<file path="src/hw/spfd_pkg.sv">
// Purpose: Shared constants and types of the single-precision float divider.
// Assumes: 36-bit ones-complement words, 8-bit characteristic, 27-bit mantissa.
// Notes: Octal figures of the characteristic arithmetic are given in hex.
//
// Behaviour
// [RULE_01] Load dividend and divisor into 36-bit registers
// [RULE_02] Quotient sign from signs; negatives complemented
// [RULE_03] Remainder sign follows dividend leftmost bit
// [RULE_04] Clear characteristic fields, clear quotient register
// [RULE_05] Zero divisor reports divide fault, aborts
// [RULE_06] Divide mantissas in 27 or 28 subtractions
// [RULE_07] First borrow selects 27, else 26 more
// [RULE_08] No borrow: keep difference, set quotient bit
// [RULE_09] Borrow: discard difference, keep quotient bit
// [RULE_10] Rotate both registers left, except after last
// [RULE_11] Low 27 bits hold quotient, remainder mantissas
// [RULE_12] Nine-bit adder subtracts divisor from dividend characteristic
// [RULE_13] Bias 200/201 quotient, minus 33/32 remainder
// [RULE_14] Nonzero quotient above 377 reports overflow
// [RULE_15] Nonzero quotient negative characteristic reports underflow
// [RULE_16] Pack quotient mantissa and characteristic fields
// [RULE_17] Complement quotient when operand signs differ
// [RULE_18] Zero mantissa: pack control picks +0 or pack
// [RULE_19] Zero mantissa with range error clears characteristic
// [RULE_20] Pack remainder; negative characteristic gives +0
// [RULE_21] Deliver quotient and remainder words together
// [RULE_22] Caller supplies normalized operands only
// [RULE_23] Operands held until done; done one cycle

package spfd_pkg;

	// ************************************************************
	// Word layout
	// ************************************************************
	localparam int WORD_W = 36;
	localparam int MANT_W = 27;
	localparam int CHAR_W = 9;
	localparam int SIGN_BIT = 35;
	localparam int CHAR_HI = 34;
	localparam int CHAR_LO = 27;
	localparam int MANT_HI = 26;

	// ************************************************************
	// Characteristic arithmetic (octal 200, 201, 33, 32, 377)
	// ************************************************************
	localparam logic [8:0] QBIAS_BORROW = 9'h080;
	localparam logic [8:0] QBIAS_NOBORROW = 9'h081;
	localparam logic [8:0] ROFF_BORROW = 9'h01b;
	localparam logic [8:0] ROFF_NOBORROW = 9'h01a;
	localparam logic [9:0] CHAR_MAX = 10'h0ff;

	// ************************************************************
	// Cycle counts after the first subtraction
	// ************************************************************
	localparam logic [4:0] MORE_NOBORROW = 5'h1a;
	localparam logic [4:0] MORE_BORROW = 5'h1b;

	// Reset values
	localparam logic [35:0] WORD_ZERO = 36'h000000000;

	typedef enum logic [2:0] {
		SPFD_IDLE,
		SPFD_CHECK,
		SPFD_DIVIDE,
		SPFD_PACK
	} spfd_state_t;

endpackage

</file>
<file path="src/hw/spfd_main_adder.sv">
// Purpose: Mantissa subtractor of the divider.
// Assumes: Both inputs are positive magnitudes.
// Notes: Borrow out stands for the end-around borrow of the subtraction.

`timescale 1ns/1ps
`default_nettype none

module spfd_main_adder #(
	parameter int W = 36
) (
	// Operands
	input wire logic [W-1:0] a,
	input wire logic [W-1:0] b,
	// Result
	output logic [W-1:0] diff,
	output logic borrow
);

	// ************************************************************
	// Subtract
	// ************************************************************
	logic [W:0] full;

	// One extra bit catches the borrow; a equal to b gives no borrow
	assign full = {1'b0, a} - {1'b0, b};
	assign diff = full[W-1:0];
	assign borrow = full[W];

endmodule

`default_nettype wire

</file>
<file path="src/hw/spfd_char_adder.sv">
// Purpose: Characteristic adder of the divider.
// Assumes: Inputs are signed W-bit values.
// Notes: Result is one bit wider so that out-of-range sums stay visible.

`timescale 1ns/1ps
`default_nettype none

module spfd_char_adder #(
	parameter int W = 9
) (
	// Operands
	input wire logic [W-1:0] a,
	input wire logic [W-1:0] b,
	input wire logic sub,
	// Result
	output logic [W:0] sum
);

	// ************************************************************
	// Add or subtract
	// ************************************************************
	logic [W:0] ax;
	logic [W:0] bx;

	// Sign extension keeps negative differences correct
	assign ax = {a[W-1], a};
	assign bx = {b[W-1], b};
	assign sum = sub ? (ax - bx) : (ax + bx);

endmodule

`default_nettype wire

</file>
<file path="src/hw/spfd_divider.sv">
// Purpose: Single-precision floating-point divide datapath.
// Assumes: Operands normalized and stable from start until done.
// Notes: Results and error flags appear together with a one-cycle done.

`timescale 1ns/1ps
`default_nettype none

module spfd_divider
	import spfd_pkg::*;
(
	// Clock and reset
	input wire logic clk,
	input wire logic arst_n,
	// Request from instruction control
	input wire logic start,
	input wire logic [35:0] dividend,
	input wire logic [35:0] divisor,
	input wire logic zero_mantissa_pack_control,
	// Answer to the control register file
	output logic busy,
	output logic done,
	output logic [35:0] quotient,
	output logic [35:0] remainder,
	output logic divide_fault,
	output logic char_overflow,
	output logic char_underflow
);

	// ************************************************************
	// State
	// ************************************************************
	spfd_state_t state;
	logic [35:0] rem;
	logic [35:0] dvs;
	logic [35:0] quo;
	logic [7:0] dvd_char;
	logic [7:0] dvs_char;
	logic q_neg;
	logic r_neg;
	logic zpc;
	logic [4:0] cnt;
	logic first_borrow;

	// ************************************************************
	// Unpack the incoming operands
	// ************************************************************
	logic [35:0] dvd_abs;
	logic [35:0] dvs_abs;
	logic [35:0] dvd_clr;
	logic [35:0] dvs_clr;
	logic accept;

	// Negative operands become positive by complement
	assign dvd_abs = dividend[SIGN_BIT] ? ~dividend : dividend; // [RULE_02]
	assign dvs_abs = divisor[SIGN_BIT] ? ~divisor : divisor; // [RULE_02]
	// Characteristic field cleared so only the mantissa is divided
	assign dvd_clr = {dvd_abs[SIGN_BIT], 8'h00, dvd_abs[MANT_HI:0]}; // [RULE_04]
	assign dvs_clr = {dvs_abs[SIGN_BIT], 8'h00, dvs_abs[MANT_HI:0]}; // [RULE_04]
	assign accept = (state == SPFD_IDLE) && start;

	// ************************************************************
	// Mantissa subtraction step
	// ************************************************************
	logic [35:0] add_diff;
	logic add_borrow;
	logic eff_first;
	logic [4:0] last_idx;
	logic is_last;
	logic [35:0] rem_step;
	logic [35:0] quo_step;
	logic [35:0] next_rem;
	logic [35:0] next_quo;
	logic dvs_zero;

	spfd_main_adder #(
		.W(WORD_W)
	) u_main_adder (
		.a(rem),
		.b(dvs),
		.diff(add_diff),
		.borrow(add_borrow)
	);

	// The first borrow fixes the length of the whole division
	assign eff_first = (cnt == 5'h00) ? add_borrow : first_borrow;
	assign last_idx = eff_first ? MORE_BORROW : MORE_NOBORROW; // [RULE_07]
	assign is_last = (cnt == last_idx); // [RULE_06]
	// Keep the difference only when no borrow came out
	assign rem_step = add_borrow ? rem : add_diff; // [RULE_08] [RULE_09]
	assign quo_step = add_borrow ? quo : {quo[35:1], 1'b1}; // [RULE_08] [RULE_09]
	// Circular rotation prepares the next step, skipped after the last
	assign next_rem = is_last ? rem_step : {rem_step[34:0], rem_step[35]}; // [RULE_10]
	assign next_quo = is_last ? quo_step : {quo_step[34:0], quo_step[35]}; // [RULE_10]
	assign dvs_zero = (dvs == WORD_ZERO); // [RULE_05]

	// ************************************************************
	// Characteristic arithmetic
	// ************************************************************
	logic [9:0] cdiff;
	logic [9:0] qsum;
	logic [9:0] rsum;

	// Difference without bias; it always fits nine signed bits
	spfd_char_adder #(
		.W(CHAR_W)
	) u_char_diff (
		.a({1'b0, dvd_char}),
		.b({1'b0, dvs_char}),
		.sub(1'b1),
		.sum(cdiff)
	); // [RULE_12]

	spfd_char_adder #(
		.W(CHAR_W)
	) u_char_quo (
		.a(cdiff[8:0]),
		.b(first_borrow ? QBIAS_BORROW : QBIAS_NOBORROW),
		.sub(1'b0),
		.sum(qsum)
	); // [RULE_13]

	spfd_char_adder #(
		.W(CHAR_W)
	) u_char_rem (
		.a({1'b0, dvd_char}),
		.b(first_borrow ? ROFF_BORROW : ROFF_NOBORROW),
		.sub(1'b1),
		.sum(rsum)
	); // [RULE_13]

	// ************************************************************
	// Range tests and packing
	// ************************************************************
	logic quo_nz;
	logic mant_zero;
	logic q_big;
	logic q_negc;
	logic rep_ovf;
	logic rep_unf;
	logic [7:0] q_fld;
	logic [35:0] q_pack;
	logic [35:0] q_final;
	logic [35:0] r_pack;
	logic [35:0] r_final;

	assign quo_nz = (quo != WORD_ZERO);
	assign mant_zero = (quo[MANT_HI:0] == 27'h0000000);
	assign q_big = !qsum[9] && (qsum > CHAR_MAX);
	assign q_negc = qsum[9];
	// Range errors are reported only for a nonzero quotient
	assign rep_ovf = quo_nz && !mant_zero && q_big; // [RULE_14]
	assign rep_unf = quo_nz && !mant_zero && q_negc; // [RULE_15]
	// Zero mantissa under a range error takes a cleared characteristic
	assign q_fld = (mant_zero && (q_big || q_negc)) ? 8'h00 : qsum[7:0]; // [RULE_19]
	assign q_pack = {1'b0, q_fld, quo[MANT_HI:0]}; // [RULE_16] [RULE_11]
	// Complement after packing so the sign covers every field
	assign q_final = (mant_zero && !zpc) ? WORD_ZERO : // [RULE_18]
		(q_neg ? ~q_pack : q_pack); // [RULE_17]
	// Negative remainder characteristic gives +0, left uncomplemented
	assign r_pack = rsum[9] ? WORD_ZERO : {1'b0, rsum[7:0], rem[MANT_HI:0]}; // [RULE_20] [RULE_11]
	assign r_final = (r_neg && !rsum[9]) ? ~r_pack : r_pack; // [RULE_20] [RULE_03]

	// ************************************************************
	// Sequencer
	// ************************************************************
	// Operands are taken once at start; the caller keeps them stable anyway
	always_ff @(posedge clk or negedge arst_n) begin
		if (!arst_n) begin
			state <= SPFD_IDLE;
		end else begin
			case (state)
				SPFD_IDLE: begin
					if (start) begin
						state <= SPFD_CHECK;
					end
				end
				SPFD_CHECK: begin
					state <= dvs_zero ? SPFD_IDLE : SPFD_DIVIDE; // [RULE_05]
				end
				SPFD_DIVIDE: begin
					if (is_last) begin
						state <= SPFD_PACK; // [RULE_06]
					end
				end
				SPFD_PACK: begin
					state <= SPFD_IDLE;
				end
				default: begin
					state <= SPFD_IDLE;
				end
			endcase
		end
	end

	// Step counter and first-borrow memory
	always_ff @(posedge clk or negedge arst_n) begin
		if (!arst_n) begin
			cnt <= 5'h00;
			first_borrow <= 1'b0;
		end else if (state == SPFD_CHECK) begin
			cnt <= 5'h00;
		end else if (state == SPFD_DIVIDE) begin
			cnt <= cnt + 5'h01;
			first_borrow <= eff_first; // [RULE_07]
		end
	end

	// ************************************************************
	// Datapath registers
	// ************************************************************
	// Load and unpack at start, then iterate during the division
	always_ff @(posedge clk or negedge arst_n) begin
		if (!arst_n) begin
			rem <= WORD_ZERO;
			dvs <= WORD_ZERO;
			quo <= WORD_ZERO;
		end else if (accept) begin
			rem <= dvd_clr; // [RULE_01]
			dvs <= dvs_clr; // [RULE_01]
			quo <= WORD_ZERO; // [RULE_04]
		end else if (state == SPFD_DIVIDE) begin
			rem <= next_rem;
			quo <= next_quo;
		end
	end

	// Signs, characteristics and pack control saved at start
	always_ff @(posedge clk or negedge arst_n) begin
		if (!arst_n) begin
			dvd_char <= 8'h00;
			dvs_char <= 8'h00;
			q_neg <= 1'b0;
			r_neg <= 1'b0;
			zpc <= 1'b0;
		end else if (accept) begin
			dvd_char <= dvd_abs[CHAR_HI:CHAR_LO]; // [RULE_04]
			dvs_char <= dvs_abs[CHAR_HI:CHAR_LO]; // [RULE_04]
			q_neg <= dividend[SIGN_BIT] ^ divisor[SIGN_BIT]; // [RULE_02]
			r_neg <= dividend[SIGN_BIT]; // [RULE_03]
			zpc <= zero_mantissa_pack_control;
		end
	end

	// ************************************************************
	// Answer registers
	// ************************************************************
	// Flags are pulses beside done; results hold until the next good answer
	always_ff @(posedge clk or negedge arst_n) begin
		if (!arst_n) begin
			done <= 1'b0;
			divide_fault <= 1'b0;
			char_overflow <= 1'b0;
			char_underflow <= 1'b0;
		end else begin
			done <= (state == SPFD_PACK) || ((state == SPFD_CHECK) && dvs_zero); // [RULE_23]
			divide_fault <= (state == SPFD_CHECK) && dvs_zero; // [RULE_05]
			char_overflow <= (state == SPFD_PACK) && rep_ovf; // [RULE_14]
			char_underflow <= (state == SPFD_PACK) && rep_unf; // [RULE_15]
		end
	end

	// Both words land together for the two consecutive control registers
	always_ff @(posedge clk or negedge arst_n) begin
		if (!arst_n) begin
			quotient <= WORD_ZERO;
			remainder <= WORD_ZERO;
		end else if ((state == SPFD_PACK) && !rep_ovf && !rep_unf) begin
			quotient <= q_final; // [RULE_21]
			remainder <= r_final; // [RULE_21]
		end
	end

	// Busy covers the whole operation so a new start is never lost silently
	always_ff @(posedge clk or negedge arst_n) begin
		if (!arst_n) begin
			busy <= 1'b0;
		end else begin
			busy <= accept || ((state != SPFD_IDLE) && !((state == SPFD_CHECK) && dvs_zero)
				&& (state != SPFD_PACK));
		end
	end
endmodule

`default_nettype wire

</file>
<file path="config.mk">
export PLATFORM = sky130hd
export DESIGN_NAME = spfd_divider
export DESIGN_NICKNAME = d
export VERILOG_FILES = /design/src/hw/spfd_pkg.sv /design/src/hw/spfd_main_adder.sv /design/src/hw/spfd_char_adder.sv /design/src/hw/spfd_divider.sv
export SDC_FILE = /design/constraint.sdc
export NUM_CORES = 1
export LEC_CHECK = 0
export ABC_AREA = 0
export BUFFER_PORTS_ARGS = -buffer_cell sky130_fd_sc_hd__buf_2
export CAP_MARGIN = 25
export CORE_MARGIN = 2
export CORE_UTILIZATION = 30
export CTS_CLUSTER_DIAMETER = 120
export CTS_CLUSTER_SIZE = 10
export DETAILED_ROUTE_END_ITERATION = 12
export MAX_ROUTING_LAYER = met4
export PLACE_DENSITY = 0.53
export SYNTH_ARGS = -nofsm -noshare
export SYNTH_HDL_FRONTEND = slang
export SYNTH_SLANG_ARGS = --single-unit
export TNS_END_PERCENT = 5
</file>
<file path="constraint.sdc">
create_clock -name clk -period 10.38 [get_ports clk]
set_clock_uncertainty 0.1 [all_clocks]
set_input_delay 0.519 -clock clk [delete_from_list [all_inputs] [get_ports clk]]
set_output_delay 0.519 -clock clk [all_outputs]
set_load 0.01 [all_outputs]
</file>
==> key figures <==
STA
  – RSZ-0062 raised after global routing: false
  – Final Max Tran Viols: 0
  – Final worst slack: 6.49 ns
  – Relative slew margins: 0.356
  – Min Hold Slack: -0.0124 ns
  – Final setup violation count: 0
  – Tmin final: 3.89 ns
  – Endpoints failing hold: 4
  – Measured slew at the worst slew-check pin: 0.966 ns
  – Fin crit share: 0.375
  – Setup_tns: 0 ns
  – Fmax: 257 MHz

Power and ir drop
  – Pwr Total: 0.00601 W
  – P_leak: 6.49 nW
  – Power Density: 402 nW/um^2
  – Maximum VDD drop: 157 uV

Logic synthesis
  – Post-synth top flop: dfrtp_1
  – Synth async-reset ratio: 1.00
  – Top post-synthesis cells by area: dfrtp_1, xnor2_1, nand2_1
  – Seq cells post-synth: 203
  – Post-synthesis net count: 1601
  – Most common cell in the netlist: nand2_1
  – Syn. warnings: 0
  – Seq/Total Area, Yosys: 0.390
  – Post-synth top area cell: dfrtp_1
  – Post-Syn Instances: 1477
  – Cell Area, Synth: 13000 um^2
  – Avg Inst Size Synth: 8.81 um^2
  – Synth cell count leaders: nand2_1, dfrtp_1, xnor2_1
  – Post-synth top area share: 0.390
  – Number of flops mapped to enable cells by yosys: 0
  – Synth unique cells: 81

Clocking
  – TritonCTS clock tree: yes
  – CTS buffer count: 24
  – Worst skew pair latency: 0.54 ns
  – Clock-pin slew on the worst setup and hold paths: 0.06 ns
  – # Post-CTS Setup Buffers: 0
  – Clock buffer depth: 3
  – Clock Sinks: 203
  – H-tree depth: 1
  – Root buf cell: clkbuf_16
  – Hold-fix buffers, CTS: 0
  – Post-CTS sizing: 0

Min path
  – Hold Path Class: input port to asynchronous set/reset pin

Layout
  – Antenna cell count: 0
  – Final net count: 1698
  – Area Overhead vs Synth: 14.8%
  – Share of cells above drive strength 1: 0.154
  – Final Cell Area: 14900 um^2

Drt
  – ANT nets after route: 0
  – Initial drt markers: 905
  – First-pass DRT Iterations: 5
  – DR vias/cell: 5.02
  – Avg WL per Cell: 17.6 um
  – Final wirelength: 38000 um
  – DR vias: 10859
  – Number of remaining DRC errors: 0

Place
  – Dpl hpwl: 27200 um
  – Input/output buffers: 152
  – Placed cell area: 14300 um^2
  – GP Congestion: 0.894
  – Pre-CTS setup slack: 6.48 ns

Setup path
  – CP Launch Type: flop
  – Critical Path RT: 10.64 ns
  – Crit. End Element: flop
  – Worst Path Max Fanout: 86
  – R2r worst-path depth: 13
  – Setup crit start: dvd_char[0]
  – CP arrival: 4.15 ns
  – CP Capture Point: quotient[35]
  – Reg-to-reg startpoint: dvd_char[0]
  – Worst reg2reg setup slack: 6.49 ns
  – Type of the worst setup path: flop to flop
  – R2R Path End: quotient[35]

Run status
  – Status: finished with violations
  – Failing checks: hold timing

Floorplan
  – Core footprint: 43000 um^2
  – Width of the die: 212 um
  – Die height: 212 um
  – I/O pins: 153
  – Initial Util: 0.303
  – Rows: 76
  – Die area: 45100 um^2

GRT
  – All-layer global routing usage: 0.174
  – Initial antenna violation count: 0
  – Vias in the first global route: 10410
  – Grt ovf: 0
  – First-pass GRT wire length: 60200 um
  – Largest net degree at the start of global routing: 104

Flow run
  – Max Cap Violations: 0
[flip-flops by register name, indices dropped and copies added (netlist names), 2 cells and up]
register,cells
quo,36
quotient,36
rem,36
remainder,36
dvs,27
dvd_char,8
dvs_char,8
cnt,5
state,2
[worst max-delay path: stages (launching register included)]
cell and delay, ns:
dfrtp_1 0.35, inv_1 0.12, ha_1 0.16, inv_1 0.05, fa_1 0.43, xor2_1 0.27
nand2_1 0.11, or3_1 0.36, nor4b_2 0.34, a22oi_1 0.17, nor2_1 0.24, a2bb2oi_4 0.17
buf_4 0.62, o21ai_0 0.20
[cells in the final DEF, fill, tap and decap left out, drive strengths merged, types with 13 or more instances in the layout]
cell type,n
nand3,18
nand2,243
or3,19
clkbuf,28
mux2i,17
nor2,49
nor3b,15
a21oi,103
o31ai,76
nor4,21
buf,169
xnor2,115
ha,46
nor3,25
o21ai,105
a31oi,14
dfrtp,203
inv,56
mux2,13
xor2,67
and2,15
[worst min-delay path by stage]
stage                    endpoint  slack [ns]  cells after the start
finish               quotient[18]       -0.01                      1
global route         quotient[17]        0.06                      1
CTS                 remainder[27]        0.03                      1
detailed placement    quotient[1]        0.36                      2
global placement     quotient[35]        0.36                      2
floorplan                    busy        0.12                      0
[metal layers]
layer	global-route usage	vias up	part of all wire
met5	-	-	0
met4	0.0393	0	0.017
met3	0.0233	34	0.047
met2	0.259	263	0.44
met1	0.251	5203	0.50
li1	-	5359	-
[power breakdown]
group / internal, W / leakage, nW / switching, W
clock network: 0.000449 / 0.328 / 0.000327
logic: 0.00153 / 3.57 / 0.00225
registers: 0.00111 / 2.60 / 0.000340
[cell type report]
cell class	instances	area [um^2]
fill	4506	28000
multi-input combinational	1119	7320
sequential	203	5080
timing repair buffer	170	930
tap	585	732
clock buffer	27	633
inverter	56	210
clock inverter	2	35.0
[cells by family after synthesis]
logic type      Yosys count  share of synthesized area
buf+inv                 155                     0.0486
simple gates            466                      0.172
mux                      30                     0.0243
compound gates          393                      0.195
xor+xnor                182                      0.122
flops                   203                      0.390
fa+ha+maj                48                     0.0473
[metrics by stage]
step | instances | util
after detailed placement | 2132 | 0.332
after floorplan | 1477 | -
after global placement | 2131 | 0.331
final | 2162 | 0.348
after global routing | 2162 | 0.348
after CTS | 2161 | 0.347
Power figures use the tool's default switching activity.
